<file path="config.mk">
export PLATFORM = sky130hd
export DESIGN_NAME = charge_control_sequencer
export DESIGN_NICKNAME = d
export VERILOG_FILES = /design/src/core/charge_pkg.sv /design/src/core/charge_control_sequencer.sv
export SDC_FILE = /design/constraint.sdc
export NUM_CORES = 1
export LEC_CHECK = 0
export ABC_AREA = 1
export BUFFER_PORTS_ARGS = -buffer_cell sky130_fd_sc_hd__buf_4
export CAP_MARGIN = 30
export CORE_ASPECT_RATIO = 1.1
export CORE_MARGIN = 5
export CORE_UTILIZATION = 60
export CTS_BUF_LIST = sky130_fd_sc_hd__clkbuf_4
export DETAILED_ROUTE_END_ITERATION = 16
export PLACE_DENSITY = 0.83
export REMOVE_ABC_BUFFERS = 1
export SLEW_MARGIN = 20
export SYNTH_ARGS = -nofsm -noshare
export SYNTH_HDL_FRONTEND = slang
export SYNTH_SLANG_ARGS = --single-unit
export TNS_END_PERCENT = 100
</file>
<file path="constraint.sdc">
create_clock -name CLK -period 3.3 [get_ports CLK]
set_clock_uncertainty 0.1 [all_clocks]
set_input_delay 0.825 -clock CLK [delete_from_list [all_inputs] [get_ports CLK]]
set_output_delay 0.825 -clock CLK [all_outputs]
set_load 0.1 [all_outputs]
</file>
<file path="src/core/charge_pkg.sv">
package charge_pkg;
	// Register byte offsets on the AXI4-Lite slave
	localparam logic [7:0] CTRL_OFS = 8'h00;
	localparam logic [7:0] STATUS_OFS = 8'h04;
	localparam logic [7:0] TIMER_OFS = 8'h08;
	// Control field positions and reset value
	localparam int CTRL_DISABLE_BIT = 0;
	localparam logic [31:0] CTRL_RST = 32'h0000_0000;
	// Status field positions
	localparam int ST_STATE_LSB = 0;
	localparam int ST_MODE_BIT = 4;
	localparam int ST_FAULT_BIT = 5;
	localparam int ST_ABSENT_BIT = 6;
	localparam int ST_FIRST_BIT = 7;
	localparam int ST_BOOST_BIT = 8;
	localparam int ST_SLOW_BIT = 9;
	// AXI response codes
	localparam logic [1:0] RESP_OKAY = 2'h0;
	localparam logic [1:0] RESP_DECERR = 2'h3;
	// Input current limit selection codes
	localparam logic [1:0] ILIM_PROG = 2'h0;
	localparam logic [1:0] ILIM_100MA = 2'h1;
	localparam logic [1:0] ILIM_500MA = 2'h2;
	// Clock and time base
	localparam int CLK_HZ = 100_000_000;
	localparam int TICK_SEC = 1;
	localparam int TICK_CYCLES_DEF = CLK_HZ * TICK_SEC;
	// Safety and boost times, in their own units
	localparam int PRE_TIME_MIN = 30;
	localparam int FAST_TIME_H = 10;
	localparam int BOOST_TIME_MIN = 1;
	// Same times as counts of one-second ticks
	localparam int PRE_TICKS_DEF = PRE_TIME_MIN * 60 / TICK_SEC;
	localparam int FAST_TICKS_DEF = FAST_TIME_H * 3600 / TICK_SEC;
	localparam int BOOST_TICKS_DEF = BOOST_TIME_MIN * 60 / TICK_SEC;
	// Charge sequencer states
	typedef enum logic [2:0] {
		ST_OFF,
		ST_DETECT,
		ST_PRE,
		ST_FAST,
		ST_DONE,
		ST_EXPIRED
	} charge_state_t;
	// Why a battery detect is running
	typedef enum logic [2:0] {
		WHY_PWRUP,
		WHY_MODE_IN,
		WHY_MODE_OUT,
		WHY_TERM,
		WHY_MISSING
	} det_why_t;
endpackage : charge_pkg

</file>
<file path="src/core/charge_control_sequencer.sv">
`timescale 1ns/1ps
module charge_control_sequencer #(
	parameter int TICK_CYCLES = charge_pkg::TICK_CYCLES_DEF, // Clocks per timer tick
	parameter int PRE_TICKS = charge_pkg::PRE_TICKS_DEF, // Pre-charge limit in ticks
	parameter int FAST_TICKS = charge_pkg::FAST_TICKS_DEF, // Fast-charge limit in ticks
	parameter int BOOST_TICKS = charge_pkg::BOOST_TICKS_DEF // Boost window in ticks
) (
	input wire logic CLK, // System clock, 100 MHz
	input wire logic SRST, // Synchronous reset, active high
	input wire logic [7:0] S_AXI_AWADDR, // Write address
	input wire logic S_AXI_AWVALID, // Write address valid
	output logic S_AXI_AWREADY, // Write address ready
	input wire logic [31:0] S_AXI_WDATA, // Write data
	input wire logic [3:0] S_AXI_WSTRB, // Write byte strobes
	input wire logic S_AXI_WVALID, // Write data valid
	output logic S_AXI_WREADY, // Write data ready
	output logic [1:0] S_AXI_BRESP, // Write response
	output logic S_AXI_BVALID, // Write response valid
	input wire logic S_AXI_BREADY, // Write response ready
	input wire logic [7:0] S_AXI_ARADDR, // Read address
	input wire logic S_AXI_ARVALID, // Read address valid
	output logic S_AXI_ARREADY, // Read address ready
	output logic [31:0] S_AXI_RDATA, // Read data
	output logic [1:0] S_AXI_RRESP, // Read response
	output logic S_AXI_RVALID, // Read data valid
	input wire logic S_AXI_RREADY, // Read data ready
	input wire logic ISEL_LOW, // Current select pin driven low
	input wire logic ISEL_HIGH, // Current select pin driven high
	input wire logic SENSE_LOW, // Thermistor sense pulled low
	input wire logic SENSE_MODE, // Thermistor sense above mode threshold
	input wire logic TEMP_COLD, // Battery below 0 C
	input wire logic TEMP_COOL, // Battery 0 C to 10 C
	input wire logic TEMP_WARM, // Battery 45 C to 60 C
	input wire logic TEMP_HOT, // Battery above 60 C
	input wire logic BATT_ENABLE_OFF, // Battery enable control in its disable level
	input wire logic POWER_GOOD, // Input supply valid
	input wire logic BAT_LOWV, // Battery below pre-charge threshold
	input wire logic ABOVE_RCH, // Output above recharge threshold
	input wire logic TAPER_TERM, // Current at termination threshold
	input wire logic THERMAL_REG, // Die in thermal regulation
	input wire logic FOLDBACK, // Input voltage foldback active
	input wire logic USB_LIMIT, // Input current limit active
	input wire logic DET_DONE, // Detect probe finished, one cycle
	input wire logic DET_PRESENT, // Probe result, valid with DET_DONE
	output logic DET_RUN, // Detect probe request
	output logic CHARGE_EN, // Power stage enable
	output logic [1:0] CUR_LIMIT_SEL, // Input current limit code
	output logic HALF_CURRENT, // Halve the charge current
	output logic VREG_REDUCED, // Use the reduced voltage setpoint
	output logic TERM_BOOST, // Raise termination threshold
	output logic STATUS_O, // Status pin drive value, always low
	output logic STATUS_OE_N // Status pin enable, low while pulling
);
	import charge_pkg::*;

	// Refuse counts the prescaler and timers cannot serve
	if (TICK_CYCLES < 2 || PRE_TICKS < 1 || FAST_TICKS < 1 || BOOST_TICKS < 1) begin : g_bad_counts
		$error("charge_control_sequencer: counts out of range");
	end

	charge_state_t state_ff, nxt_state; // Sequencer state
	det_why_t why_ff, nxt_why; // Reason for current detect
	logic [31:0] ctrl_ff; // Control register
	logic [31:0] pre_ff; // Clock prescaler
	logic slow_ff; // Alternate-tick gate for slowed modes
	logic tick; // Timer tick strobe
	logic [31:0] tmr_ff; // Safety timer in ticks
	logic [31:0] boost_ff; // Ticks since cycle start
	logic mode_ff; // Mode flag, delayed for edge detection
	logic first_ff; // Status shows first charge
	logic absent_ff; // Last detect found no battery
	logic disabled, fault, slowed, start_cycle, det_go;

	// Charge is blocked by the sense pin, enable pin, software or supply
	assign disabled = SENSE_LOW | BATT_ENABLE_OFF | ctrl_ff[CTRL_DISABLE_BIT] | !POWER_GOOD;
	// Temperature fault, ignored when the pin is out of the thermistor range
	assign fault = (TEMP_COLD | TEMP_HOT) & !SENSE_MODE & !SENSE_LOW;
	assign slowed = THERMAL_REG | FOLDBACK | USB_LIMIT;
	// Detect stalls in the mode (except its own entry check) and in faults
	assign det_go = !fault & (!SENSE_MODE | why_ff == WHY_MODE_IN);

	// Prescaler: one strobe per TICK_CYCLES, every second strobe when slowed
	always_ff @(posedge CLK) begin
		if (SRST || disabled) begin
			pre_ff <= '0;
			slow_ff <= 1'b0;
		end else if (pre_ff == 32'(TICK_CYCLES - 1)) begin
			pre_ff <= '0;
			slow_ff <= !slow_ff;
		end else begin
			pre_ff <= pre_ff + 32'h0000_0001;
		end
	end
	assign tick = (pre_ff == 32'(TICK_CYCLES - 1)) & (!slowed | slow_ff);

	// Mode edge tracking
	always_ff @(posedge CLK) begin
		if (SRST)
			mode_ff <= 1'b0;
		else
			mode_ff <= SENSE_MODE;
	end

	// A new cycle starts in pre-charge or fast charge by battery level
	function automatic charge_state_t cycle_entry(input logic lowv);
		cycle_entry = lowv ? ST_PRE : ST_FAST;
	endfunction : cycle_entry

	// Next-state decision
	always_comb begin
		nxt_state = state_ff;
		nxt_why = why_ff;
		start_cycle = 1'b0;
		if (disabled) begin
			nxt_state = ST_OFF;
		end else if (SENSE_MODE != mode_ff) begin
			// Any mode edge runs a detect, even mid-charge
			nxt_state = ST_DETECT;
			nxt_why = SENSE_MODE ? WHY_MODE_IN : WHY_MODE_OUT;
		end else begin
			unique case (state_ff)
				ST_OFF: begin
					if (ABOVE_RCH) begin
						nxt_state = ST_DETECT;
						nxt_why = WHY_PWRUP;
					end else begin
						nxt_state = cycle_entry(BAT_LOWV);
						start_cycle = 1'b1;
					end
				end
				ST_DETECT: begin
					if (DET_DONE && det_go) begin
						if (!DET_PRESENT) begin
							// In the mode the output still powers the system
							nxt_state = SENSE_MODE ? cycle_entry(BAT_LOWV) : ST_DETECT;
							nxt_why = SENSE_MODE ? why_ff : WHY_MISSING;
						end else if (why_ff == WHY_TERM) begin
							nxt_state = ST_DONE;
						end else if (why_ff == WHY_MODE_IN) begin
							nxt_state = cycle_entry(BAT_LOWV);
						end else begin
							nxt_state = cycle_entry(BAT_LOWV);
							start_cycle = 1'b1;
						end
					end
				end
				ST_PRE: begin
					if (!SENSE_MODE && tick && tmr_ff == 32'(PRE_TICKS - 1))
						nxt_state = ST_EXPIRED;
					else if (!BAT_LOWV)
						nxt_state = ST_FAST;
				end
				ST_FAST: begin
					if (!SENSE_MODE && tick && tmr_ff == 32'(FAST_TICKS - 1)) begin
						nxt_state = ST_EXPIRED;
					end else if (!SENSE_MODE && !fault && ABOVE_RCH && TAPER_TERM) begin
						nxt_state = ST_DETECT;
						nxt_why = WHY_TERM;
					end
				end
				ST_DONE: begin
					if (!ABOVE_RCH) begin
						nxt_state = cycle_entry(BAT_LOWV);
						start_cycle = 1'b1;
					end
				end
				ST_EXPIRED: begin
					nxt_state = ST_EXPIRED;
				end
				// Unused codes fall back to the off state
				default: begin
					nxt_state = ST_OFF;
				end
			endcase
		end
	end

	// State and reason registers
	always_ff @(posedge CLK) begin
		if (SRST) begin
			state_ff <= ST_OFF;
			why_ff <= WHY_PWRUP;
		end else begin
			state_ff <= nxt_state;
			why_ff <= nxt_why;
		end
	end

	// Safety timer: cleared on phase change, held clear in the mode
	always_ff @(posedge CLK) begin
		if (SRST || disabled || SENSE_MODE || mode_ff)
			tmr_ff <= '0;
		else if (nxt_state != state_ff)
			tmr_ff <= '0;
		else if ((state_ff == ST_PRE || state_ff == ST_FAST) && tick && !fault)
			tmr_ff <= tmr_ff + 32'h0000_0001;
	end

	// Boost window counts unslowed ticks from the start of every cycle
	always_ff @(posedge CLK) begin
		if (SRST || start_cycle)
			boost_ff <= '0;
		else if (pre_ff == 32'(TICK_CYCLES - 1) && boost_ff != 32'(BOOST_TICKS))
			boost_ff <= boost_ff + 32'h0000_0001;
	end

	// First-charge flag behind the status pin
	always_ff @(posedge CLK) begin
		if (SRST || state_ff == ST_OFF && !disabled) begin
			first_ff <= 1'b1;
		end else if (nxt_state == ST_PRE && state_ff != ST_PRE) begin
			first_ff <= 1'b1;
		end else if (start_cycle && state_ff == ST_DETECT) begin
			first_ff <= 1'b1;
		end else if (ABOVE_RCH && TAPER_TERM && state_ff == ST_FAST) begin
			first_ff <= 1'b0;
		end else if (nxt_state == ST_EXPIRED) begin
			first_ff <= 1'b0;
		end
	end

	// Battery presence from the last completed detect
	always_ff @(posedge CLK) begin
		if (SRST)
			absent_ff <= 1'b0;
		else if (state_ff == ST_DETECT && DET_DONE && det_go)
			absent_ff <= !DET_PRESENT;
	end

	// Outputs toward the power stage and the status pin, all registered except the constant STATUS_O
	always_ff @(posedge CLK) begin
		if (SRST) begin
			CHARGE_EN <= 1'b0;
			CUR_LIMIT_SEL <= ILIM_PROG;
			HALF_CURRENT <= 1'b0;
			VREG_REDUCED <= 1'b0;
			TERM_BOOST <= 1'b0;
			DET_RUN <= 1'b0;
			STATUS_OE_N <= 1'b1;
		end else begin
			CHARGE_EN <= !disabled && !fault
				&& (nxt_state == ST_PRE || nxt_state == ST_FAST);
			// Low pin caps everything, so it wins over high
			CUR_LIMIT_SEL <= ISEL_LOW ? ILIM_PROG : (ISEL_HIGH ? ILIM_500MA : ILIM_100MA);
			HALF_CURRENT <= TEMP_COOL && !fault;
			VREG_REDUCED <= TEMP_WARM && !fault;
			TERM_BOOST <= boost_ff != 32'(BOOST_TICKS);
			DET_RUN <= nxt_state == ST_DETECT && !disabled && !fault;
			STATUS_OE_N <= !(first_ff && !absent_ff && state_ff != ST_EXPIRED
				&& state_ff != ST_OFF);
		end
	end
	assign STATUS_O = 1'b0;

	// AXI4-Lite write path: address and data may come in either order
	logic aw_ff, w_ff; // Address or data captured
	logic [7:0] awaddr_ff;
	logic [31:0] wdata_ff;
	logic [3:0] wstrb_ff;
	assign S_AXI_AWREADY = !aw_ff && !S_AXI_BVALID;
	assign S_AXI_WREADY = !w_ff && !S_AXI_BVALID;

	// Register offset decode shared by reads and writes
	function automatic logic is_mapped(input logic [7:0] a);
		is_mapped = a == CTRL_OFS || a == STATUS_OFS || a == TIMER_OFS;
	endfunction : is_mapped

	always_ff @(posedge CLK) begin
		if (SRST) begin
			aw_ff <= 1'b0;
			w_ff <= 1'b0;
			awaddr_ff <= 8'h00;
			wdata_ff <= 32'h0000_0000;
			wstrb_ff <= 4'h0;
			S_AXI_BVALID <= 1'b0;
			S_AXI_BRESP <= RESP_OKAY;
		end else if (aw_ff && w_ff) begin
			// Both halves held: answer on the next edge
			aw_ff <= 1'b0;
			w_ff <= 1'b0;
			S_AXI_BVALID <= 1'b1;
			S_AXI_BRESP <= is_mapped(awaddr_ff) ? RESP_OKAY : RESP_DECERR;
		end else begin
			if (S_AXI_AWVALID && S_AXI_AWREADY) begin
				aw_ff <= 1'b1;
				awaddr_ff <= S_AXI_AWADDR;
			end
			if (S_AXI_WVALID && S_AXI_WREADY) begin
				w_ff <= 1'b1;
				wdata_ff <= S_AXI_WDATA;
				wstrb_ff <= S_AXI_WSTRB;
			end
			if (S_AXI_BVALID && S_AXI_BREADY)
				S_AXI_BVALID <= 1'b0;
		end
	end

	// Control register; only bit 0 is implemented
	always_ff @(posedge CLK) begin
		if (SRST)
			ctrl_ff <= CTRL_RST;
		else if (aw_ff && w_ff && awaddr_ff == CTRL_OFS && wstrb_ff[0])
			ctrl_ff <= {31'h0000_0000, wdata_ff[CTRL_DISABLE_BIT]};
	end

	// AXI4-Lite read path, data one cycle after the address is taken
	logic [31:0] status_word;
	assign S_AXI_ARREADY = !S_AXI_RVALID;
	always_comb begin
		status_word = 32'h0000_0000;
		status_word[ST_STATE_LSB +: 3] = state_ff;
		status_word[ST_MODE_BIT] = mode_ff;
		status_word[ST_FAULT_BIT] = fault;
		status_word[ST_ABSENT_BIT] = absent_ff;
		status_word[ST_FIRST_BIT] = first_ff;
		status_word[ST_BOOST_BIT] = TERM_BOOST;
		status_word[ST_SLOW_BIT] = slowed;
	end
	always_ff @(posedge CLK) begin
		if (SRST) begin
			S_AXI_RVALID <= 1'b0;
			S_AXI_RDATA <= 32'h0000_0000;
			S_AXI_RRESP <= RESP_OKAY;
		end else if (S_AXI_ARVALID && S_AXI_ARREADY) begin
			S_AXI_RVALID <= 1'b1;
			S_AXI_RRESP <= is_mapped(S_AXI_ARADDR) ? RESP_OKAY : RESP_DECERR;
			unique case (S_AXI_ARADDR)
				CTRL_OFS: S_AXI_RDATA <= ctrl_ff;
				STATUS_OFS: S_AXI_RDATA <= status_word;
				TIMER_OFS: S_AXI_RDATA <= tmr_ff;
				default: S_AXI_RDATA <= 32'h0000_0000;
			endcase
		end else if (S_AXI_RVALID && S_AXI_RREADY) begin
			S_AXI_RVALID <= 1'b0;
		end
	end
endmodule : charge_control_sequencer

</file>
=== Word level (Yosys, flattened, before mapping) ===
Cells that the tools add are included.
W data, S select, Z words.

* Bits in registers: 165
* Latch bits: 0
* Memory bits (writable): 0
* Bits in read-only memories: 0
* Input port bits: 77
* Word-level logic and storage cells: 192
* Memories kept: 0

* Add/sub/neg operators: 3
* Multipliers: 0
* Div/mod/pow operators: 0
* $lt $le $gt $ge: 0
* Eq/ne operators: 29
* Shifts and indexed selects: 0
* Muxes and demuxes: 41
* Bitwise operators: 14
* Reductions and logical operators: 78

{| class="wikitable"
|+ Operator list
! operator !! number
|-
| $add A32 B1 Y32 const B || 3
|-
| $pmux W32 S3 || 1
|-
| $mux W3 || 18
|-
| $logic_and A1 B1 Y1 || 36
|-
| $eq A32 B11 Y1 const B || 1
|-
| $eq A32 B16 Y1 const B || 1
|-
| $eq A32 B27 Y1 const B || 1
|-
| $ne A32 B6 Y1 const B || 1
|-
| $ne A3 B3 Y1 const B || 7
|-
| $pmux W3 S6 || 1
|-
| $eq A8 B3 Y1 const B || 2
|-
| $eq A8 B4 Y1 const B || 2
|-
| $logic_not A8 Y1 || 2
|-
| $eq A3 B2 Y1 const B || 5
|-
| $logic_not A1 Y1 || 14
|-
| $mux W1 || 14
|-
| $logic_or A1 B1 Y1 || 11
|-
| $mux W2 || 5
|-
| $reduce_or A2 Y1 || 5
|-
| $eq A3 B1 Y1 const B || 3
|-
| $eq A3 B3 Y1 const B || 3
|-
| $pmux W3 S3 || 1
|-
| $or A1 B1 Y1 || 8
|-
| $reduce_and A8 Y1 || 1
|-
| other kinds (12) || 19
|}

=== Depth between registers and ports, before layout ===
Gate-level depths: netlist (run 1).

* Word-level depth: 15
* Depth in mapped cells: 18
* Depth with buffers taken out: 17

=== Worst setup path before layout (run 1) ===
No wires, ideal clock.

* Kind: register to output
* Start: reg S_AXI_BVALID
* End: out S_AXI_AWREADY
* Arrival time: 2094 ps
* Data required time: 2375 ps
* Path slack: 281 ps
* Stages on the path, launching flop included: 2
* Path buffers: 0
* Cell sequence: dfxtp_1 nor2_1

* Word-level cells in the longest chain between the ends: 2

{| class="wikitable"
|+ Ends and longest elaborated chain
! what !! RTL line !! source
|-
| start, declared || charge_control_sequencer.sv:18 || <nowiki>output logic S_AXI_BVALID,</nowiki>
|-
| start signal, assigned || charge_control_sequencer.sv:275 || <nowiki>S_AXI_BVALID <= 1'b0;</nowiki>
|-
| start signal, assigned || charge_control_sequencer.sv:281 || <nowiki>S_AXI_BVALID <= 1'b1;</nowiki>
|-
| start signal, assigned || charge_control_sequencer.sv:294 || <nowiki>S_AXI_BVALID <= 1'b0;</nowiki>
|-
| $logic_not A1 Y1 || charge_control_sequencer.sv:260 || <nowiki>assign S_AXI_AWREADY = !aw_ff && !S_AXI_BVALID;</nowiki>
|-
| $logic_and A1 B1 Y1 || charge_control_sequencer.sv:260 ||
|-
| end, declared || charge_control_sequencer.sv:12 || <nowiki>output logic S_AXI_AWREADY,</nowiki>
|}

No other way between the ends.

=== Final worst setup path (run 1) ===
* Start: reg boost_ff[26]
* End: reg boost_ff[27]

* Word-level cells in the longest chain between the ends: 2

{| class="wikitable"
|+ Ends and longest elaborated chain
! what !! RTL line !! source
|-
| start, declared || charge_control_sequencer.sv:68 || <nowiki>logic [31:0] boost_ff;</nowiki>
|-
| start signal, assigned || charge_control_sequencer.sv:204 || <nowiki>boost_ff <= boost_ff + 32'h0000_0001;</nowiki>
|-
| branches (longest 2 deep; another with $add A32 B1 Y32) || -- ||
|}

Parallel ways; which one is timed is not known.
A chain may end at the register's enable or synchronous reset.

==> results of run 1 <==
-- state kept, by name, indices dropped and copies added, names as in the netlist, 2 cells and up --
| signal | flops |
|---|---|
| pre_ff | 32 |
| CUR_LIMIT_SEL | 2 |
| S_AXI_RDATA | 32 |
| boost_ff | 32 |
| awaddr_ff | 8 |
| tmr_ff | 32 |
| state_ff | 3 |
| why_ff | 3 |
-- kinds of logic after synthesis --
family | share of synthesized area
adders and majority gates | 0.00697
xor gates and xnor gates | 0.0576
buffers and inverters | 0.0912
and+or+nand+nor | 0.368
AOI/OAI and AO/OA | 0.112
other | 0.000418
DFF | 0.364
-- cells in the mapped netlist, drive strengths merged --
cell / count
nor3: 92
or2: 6
a211oi: 1
nor3b: 5
nand3b: 2
or4: 1
o21ai: 77
a2111oi: 1
o221ai: 1
xor2: 53
and3: 2
o22ai: 8
a22oi: 1
o21a: 4
a31oi: 3
nor4: 24
and2: 2
xnor2: 6
nand3: 48
o31ai: 1
a21oi: 94
nand2: 307
clkinv: 2
conb: 1
nor2: 160
ha: 5
nand4: 31
inv: 151
dfxtp: 163
a41oi: 1
clkbuf: 23
buf: 22
-- per-layer routing --
metal | GRT usage | vias up
met2 | 0.409 | 227
met5 | 0 | -
met3 | 0.0378 | 36
met4 | 0.0864 | 0
li1 | - | 4388
met1 | 0.335 | 4000
-- report_power, final --
| group | switching [mW] | internal [mW] | total, mW |
|---|---|---|---|
| logic | 0.380 | 0.122 | 0.502 |
| registers | 0.0237 | 2.01 | 2.03 |
| clock network | 0.720 | 0.595 | 1.32 |
-- layout make-up --
type / instances / area, um2 / area share
Multi-Input combinational cell: 937 / 4900 / 0.486
Sequential cell: 163 / 3260 / 0.324
Clock buffer: 17 / 128 / 0.0127
Inverter: 153 / 574 / 0.0570
Tap cell: 192 / 240 / 0.0238
Clock inverter: 14 / 184 / 0.0182
Timing Repair Buffer: 102 / 791 / 0.0784
Antenna cell: 1 / 2.50 / 0.000248
-- path summary, 6_finish.rpt --
kind                            depth (start not counted)          endpoint  slack (ns)    startpoint
worst min-delay path                                    2  CUR_LIMIT_SEL[0]        0.31      ISEL_LOW
worst max register to register                          7      boost_ff[27]        0.59  boost_ff[26]
worst max-delay path                                    7      boost_ff[27]        0.59  boost_ff[26]
worst min register to register                          2        ctrl_ff[0]        0.35   wdata_ff[0]
-- metrics by stage --
| stage | instances | power [mW] | util |
|---|---|---|---|
| floorplan | 1253 | 2.43 | - |
| global placement | 1547 | 2.57 | 0.671 |
| detailed placement | 1547 | 2.58 | 0.671 |
| CTS | 1578 | 3.88 | 0.692 |
| global route | 1579 | 4.00 | 0.692 |
| finish | 1579 | 3.85 | 0.692 |
==> impl_metrics.ini, run 1 <==
[outcome]
status = completed

[routing]
first_iter_violations = 694
wl_met1_um = 10000
vias = 8651
met2_length_um = 10400
final_antenna_net_count = 0
routed_wl_um = 22000
drc = 0
detail_route.wl_per_cell_um = 13.9
viasPerCell = 5.48
drt-pass1-iter-count = 8
route.met3.wl_um = 1100
highest_layer = met4

[floorplan]
die_area_mm2 = 0.0175
rows = 46
dieHeight_um = 138
core_mm2 = 0.0146
ios = 127
dieWidth_um = 127
start_util = 0.616

[place]
dpl.hpwl_um = 16300
portBuffers = 91
pre_cts_ws_ns = 0.327
placed_area_mm2 = 0.00977
place.gp.congestion = 0.962

[global_routing]
grt_pass1_wl_um = 37400
grt_antenna_before_repair = 1
overflow = 0
grt_usage = 0.249
grt_max_degree = 55
grt_pass1_vias = 8126

[layout]
stdcell_area_mm2 = 0.0101
mostFrequentLayoutCell = nand2_1
syn_to_final_growth_pct = 12.4
drive_above_1_share = 0.159
fin_nets = 1456
final_cell_mix = nand2_1, dfxtp_1, nor2_1
n_fill_cell = 1345

[setup_path]
cp.arrival_ns = 3.06
cp_data_required_time_ns = 3.65
path_class = reg2reg
end_kind = register
crit_chain = or2_2 > nor4_1 > nand4_1 > nand2_1 > clkinv_1 > nand2_1 > a21oi_1
crit_slowest_cell = clkinv_1
slowest_delay_ns = 0.60
path_buf_inv = 1
cp_max_fo = 27
critical_path.top_delay_family = simple AND/OR/NAND/NOR gates
path_common_cell = nand2_1
cp-start-kind = register

[yosys]
ys_top_cells_by_area = dfxtp_1, nand2_1, nor2_1
synth_top_area_cell = dfxtp_1
synth_seq_cells = 163
ys_warn_count = 0
synth_area_per_cell_um2 = 6.91
yosys.area.top_type_share = 0.364
ys_seq_area_frac = 0.364
synthCells = 1298
syn_area_mm2 = 0.00897
netlist-cell-type-count = 50

[timing]
hold_viol = 0
slew_viol_final = 0
slew_headroom = 0.496
tightest_slew_ns = 0.752
min_period_ns = 2.71
fin_ws_ns = 0.589
setup-violations-final = 0
setup_tns_ns = 0
rsz0062_at_grt = false
whs_ns = 0.310
fmax_mhz = 369
period_share = 0.822

[clock_tree]
cts_tree = built
htreeDepth = 4
cts_setup_buffers = 0
clock-root-buffer = clkbuf_4
clock_latency_ns = 0.58
cts_made_buffers = 17
path_clk_slew_ns = 0.14
cts_resized = 0
ctsHoldBuffers = 0
cts_sinks = 163
clock_path_buffers = 2

[run]
maxCapViolations = 0

[pwr]
p_leak_nw = 3.79
irDropWorstVdd_v = 0.000253
p_per_area_mw_per_mm2 = 382

[hold_path]
hold_class = in2reg
No activity file was read; power rests on OpenSTA's default activity.
==> run 2: changes to the inputs <==
Settings changed: CORE_UTILIZATION 60 to 54, PLACE_DENSITY 0.83 to 0.79.
Clock period 3.3 ns to 2.3 ns, I/O delays scaled along.
==> impl_metrics.ini, run 2 (synthesized netlist as in run 1, its figures left out) <==
[routing]
viasPerCell = 5.32
drc = 0
first_iter_violations = 626
drt-pass1-iter-count = 5
final_antenna_net_count = 0
detail_route.wl_per_cell_um = 14.0
vias = 8861
routed_wl_um = 23300

[global_routing]
grt_max_degree = 59
overflow = 0
grt_pass1_wl_um = 37900
grt_antenna_before_repair = 1
grt_pass1_vias = 8065
grt_usage = 0.231

[setup_path]
end_kind = register
cp.arrival_ns = 2.74
cp_data_required_time_ns = 2.71
path_class = reg2reg
cp-start-kind = register
cp_max_fo = 6

[clock_tree]
cts_tree = built
cts_sinks = 163
htreeDepth = 4
clock_path_buffers = 2
cts_made_buffers = 17
path_clk_slew_ns = 0.14
clock_latency_ns = 0.58
clock-root-buffer = clkbuf_4

[timing]
slew_headroom = 0.608
min_period_ns = 2.33
setup_tns_ns = -0.129
fin_ws_ns = -0.0274
period_share = 1.01
tightest_slew_ns = 0.582
fmax_mhz = 430
hold_viol = 0
setup-violations-final = 16
slew_viol_final = 0
rsz0062_at_grt = true

[place]
dpl.hpwl_um = 17100
pre_cts_ws_ns = -0.0995
portBuffers = 91
place.gp.congestion = 0.997
placed_area_mm2 = 0.0103
dp.cells = 1624

[pwr]
p_per_area_mw_per_mm2 = 504
p_leak_nw = 4.28
pwr-share-clk = 0.331
combPwrFrac = 0.143
netSwitchingPower_mw = 1.66
p_sw_frac = 0.299
power_mw = 5.55
irDropWorstVdd_v = 0.000395
p_seq_frac = 0.526
p_int_mw = 3.89

[floorplan]
rows = 49
die_area_mm2 = 0.0193
core_mm2 = 0.0164
dieWidth_um = 133
start_util = 0.548
dieHeight_um = 145
ios = 127

[outcome]
violations = setup timing
status = complete, but fails checks

[layout]
syn_to_final_growth_pct = 22.5
layout.cells.non_filler = 1665
fin_nets = 1530
drive_above_1_share = 0.225
stdcell_area_mm2 = 0.0110
n_fill_cell = 1388
mostFrequentLayoutCell = nand2_1
final_cell_mix = nand2_1, buf_4, dfxtp_1

[hold_path]
hold_class = in2reg

[run]
maxCapViolations = 0
==> run 2: cell count changes in the layout (fill, tap and decap cells not counted), moves of 5 or more <==
cell and delta:
nor3_2 -5, nor3_4 +10, nor2_1 -7, dfxtp_1 -6
dfxtp_2 +6, nor3_1 -5, buf_12 +6, buf_4 +64
==> run 2: per-stage QoR <==
step / util / hold slack (ns)
floorplan: - / 0.318
global placement: 0.632 / 0.327
detailed placement: 0.632 / 0.346
CTS: 0.651 / 0.0138
global route: 0.672 / 0.0140
finish: 0.672 / 0.0534
==> run 2: path summary, 6_finish.rpt <==
kind | startpoint | endpoint | slack [ns] | depth (start not counted)
worst max register to register | tmr_ff[1] | tmr_ff[16] | -0.03 | 16
worst min register to register | why_ff[2] | why_ff[2] | 0.36 | 2
worst min-delay path | ISEL_LOW | CUR_LIMIT_SEL[0] | 0.05 | 2
worst max-delay path | tmr_ff[1] | tmr_ff[16] | -0.03 | 16
==> run 2: area by class of cell <==
type / instances / area [um2] / share of cell area
clock inverters: 12 / 159 / 0.0145
clock buffers: 19 / 143 / 0.0130
diodes: 1 / 2.50 / 0.000228
well taps: 204 / 255 / 0.0232
inverters: 153 / 574 / 0.0522
multi-input cells: 937 / 5110 / 0.465
repair buffers: 176 / 1480 / 0.134
flip-flops and latches: 163 / 3270 / 0.297
==> run 2: critical path: stages (launching register included) <==
cell	delay (ns)
dfxtp_1	0.39
ha_2	0.24
nand2_1	0.09
nor3_2	0.15
nand4_1	0.16
nor2_2	0.19
nand2_2	0.09
nand2_1	0.06
nand2_1	0.04
nand2_1	0.05
nand2_1	0.05
nand2_2	0.08
nand2_2	0.08
nand2_4	0.09
nand2_8	0.10
clkbuf_16	0.18
nor3_2	0.11
==> run 2: what timing repair did <==
action                     4_1_cts  5_1_grt
setup buffers                    0        5
hold buffers                     0        0
pin swaps                        2       17
setup endpoints to repair       31       48
resized for setup                5       48
gates cloned                     0        4
==> run 2: power groups by stage <==
| stage | Combinational, mW | Clock, mW | Sequential, mW |
|---|---|---|---|
| 2_1_floorplan | 0.231 | 0 | 3.25 |
| 3_3_place_gp | 0.751 | 0 | 2.98 |
| 3_5_place_dp | 0.759 | 0 | 2.98 |
| 4_1_cts | 0.761 | 1.87 | 2.92 |
| 5_1_grt | 0.841 | 2.00 | 2.93 |
| 6_report | 0.794 | 1.84 | 2.92 |
==> run 2: routing by layer <==
| metal | share of wire | track usage | wire [um] |
|---|---|---|---|
| met4 | 0.017 | 0.0660 | 402 |
| met3 | 0.054 | 0.0478 | 1260 |
| met2 | 0.48 | 0.382 | 11200 |
| met1 | 0.45 | 0.307 | 10400 |
| met5 | 0 | 0 | 0 |
==> run 3: changes to the inputs <==
Settings changed: ABC_AREA 1 to unset, CORE_UTILIZATION 54 to 53.
==> impl_metrics.ini, run 3 <==
[outcome]
status = complete, but fails checks
violations = setup timing

[pwr]
power_mw = 5.14
irDropWorstVdd_v = 0.000386
p_leak_nw = 4.10
p_per_area_mw_per_mm2 = 468

[yosys]
synth_top_area_cell = dfxtp_1
ys_seq_area_frac = 0.415
ys_top_cells_by_area = dfxtp_1, nor2_1, xor2_1
syn_area_mm2 = 0.00787
synth_seq_cells = 163
synth_area_per_cell_um2 = 8.35
synth.most_common_cell = dfxtp_1
yosys-top-cells-count = dfxtp_1, nor2_1, nand2_1
netlist-cell-type-count = 65
yosys_most_used_dff = dfxtp_1
async_flop_share = 0
synth_edf_count = 0
synthCells = 943
ys_warn_count = 0
yosys.area.top_type_share = 0.415

[global_routing]
grt_pass1_wl_um = 36400
grt_pass1_vias = 7644
grt_antenna_before_repair = 1
busiest_layer = met2
overflow = 0
gr-usage-met1 = 0.306
grt_usage = 0.256
use_met2 = 0.452
grt_max_degree = 54
use_met3 = 0.0554

[setup_path]
path_class = reg2reg
cp.arrival_ns = 3.00
critPathCapture = tmr_ff[18]
cp-start-kind = register
worstSetupStartpoint = pre_ff[0]
r2r-start = pre_ff[0]
path_common_cell = buf_4
crit_chain = ha_1 > and4_1 > buf_4 > buf_4 > o211ai_1 > buf_4 > nor4_1 > buf_4 > nand4_1 > xor2_1 > nor3_1
reg2reg_depth = 11
crit_slowest_cell = nor4_1
slowest_delay_ns = 0.39
rrSetupSlack_ns = -0.32
timing.rr.end = tmr_ff[18]
cp_max_fo = 11
cp_data_required_time_ns = 2.69
end_kind = register

[layout]
finalCoreUtilization = 0.757
fin_nets = 1260
n_fill_cell = 1015
drive_above_1_share = 0.342
mostFrequentLayoutCell = buf_4
syn_to_final_growth_pct = 39.6
final_cell_mix = buf_4, dfxtp_1, nor2_1

[clock_tree]
ctsHoldBuffers = 0
path_clk_slew_ns = 0.14
cts_made_buffers = 17
htreeDepth = 4
cts_sinks = 163
clock-root-buffer = clkbuf_4
clock_latency_ns = 0.57
cts_tree = built
clock_path_buffers = 2

[timing]
period_share = 1.14
hold_viol = 0
slew_headroom = 0.605
setup-violations-final = 47
setup_tns_ns = -8.51
fin_ws_ns = -0.316
tightest_slew_ns = 0.591
whs_ns = 0.0467
slew_viol_final = 0
fmax_mhz = 382
min_period_ns = 2.62
rsz0062_at_grt = true

[floorplan]
die_area_mm2 = 0.0174
dieWidth_um = 126
core_mm2 = 0.0145
rows = 46
start_util = 0.543
dieHeight_um = 138
ios = 127

[run]
maxCapViolations = 0

[routing]
routed_wl_um = 24300
viasPerCell = 5.94
first_iter_violations = 732
drt-pass1-iter-count = 6
vias = 8232
detail_route.wl_per_cell_um = 17.6
drc = 0
final_antenna_net_count = 0

[hold_path]
hold_class = in2reg

[place]
dpl.hpwl_um = 15900
pre_cts_ws_ns = -0.742
portBuffers = 91
place.gp.congestion = 0.942
[run 3: cell count changes after synthesis, moves of 17 or more]
| cell | delta |
|---|---|
| nand2_1 | -224 |
| inv_1 | -119 |
| o21ai_0 | -59 |
| a21oi_1 | -52 |
| a22oi_1 | +32 |
| xnor2_1 | +23 |
| nor3_2 | -22 |
| clkbuf_1 | +18 |
| or3_1 | +17 |
[run 3: timing repair]
| item | in CTS | in global routing |
|---|---|---|
| cloned | 1 | 1 |
| endpoints found under the setup margin | 48 | 66 |
| endpoints found under the hold margin | 0 | 0 |
| setup buffers | 9 | 11 |
| resized for setup | 32 | 100 |
| pin swaps | 26 | 46 |
[run 3: cell type report]
class / count / area (um2) / share of cell area
diodes: 2 / 5.00 / 0.000456
clock buffers: 19 / 143 / 0.0130
clock inverters: 13 / 136 / 0.0124
inverters: 19 / 73.8 / 0.00672
multi-input cells: 704 / 4850 / 0.442
flip-flops and latches: 163 / 3280 / 0.299
well taps: 192 / 240 / 0.0219
repair buffers: 273 / 2250 / 0.205
[run 3: critical path: cells and delay by family (launching register included)]
kind	cells	cell delay, ns
and+or+nand+nor	4	0.91
buffers and inverters	4	0.71
DFF	1	0.36
adders and majority gates	1	0.17
xor gates and xnor gates	1	0.16
AOI/OAI and AO/OA	1	0.13
[run 3: how the worst min path moves through the flow]
stage / start / endpoint / slack [ns] / cells past startpoint
2_1_floorplan: first_ff / STATUS_OE_N / 0.30 / 1
3_3_place_gp: awaddr_ff[4] / awaddr_ff[4] / 0.34 / 2
3_5_place_dp: awaddr_ff[4] / awaddr_ff[4] / 0.34 / 2
4_1_cts: ISEL_LOW / CUR_LIMIT_SEL[0] / 0.02 / 2
5_1_grt: ISEL_HIGH / CUR_LIMIT_SEL[0] / 0.02 / 2
6_report: ISEL_LOW / CUR_LIMIT_SEL[0] / 0.05 / 2
[run 3: logic make-up after synthesis]
| family | share of synthesized area |
|---|---|
| AO/OA/AOI/OAI | 0.130 |
| buffers and inverters | 0.0416 |
| other | 0.000476 |
| AND/OR/NAND/NOR | 0.316 |
| adder cells (fa/ha/maj) | 0.00795 |
| flip-flops | 0.415 |
| multiplexers | 0.00509 |
| XOR/XNOR | 0.0846 |
[run 3: per-layer routing]
metal  wire length, um  up-vias
li1                  -     3860
met2             12200      337
met4               959        0
met3              1350       86
met1              9820     3949
met5                 0        -
[run 3: power breakdown]
group / switching (mW) / internal, mW / total (mW)
logic: 0.355 / 0.192 / 0.547
clock network: 1.05 / 0.667 / 1.72
registers: 0.0228 / 2.85 / 2.87
[run 3: metrics by stage]
| step | std cells | cell area (um2) |
|---|---|---|
| floorplan | 886 | 7610 |
| global placement | 1335 | 9900 |
| detailed placement | 1335 | 9900 |
| CTS | 1376 | 10400 |
| global route | 1385 | 11000 |
| finish | 1385 | 11000 |
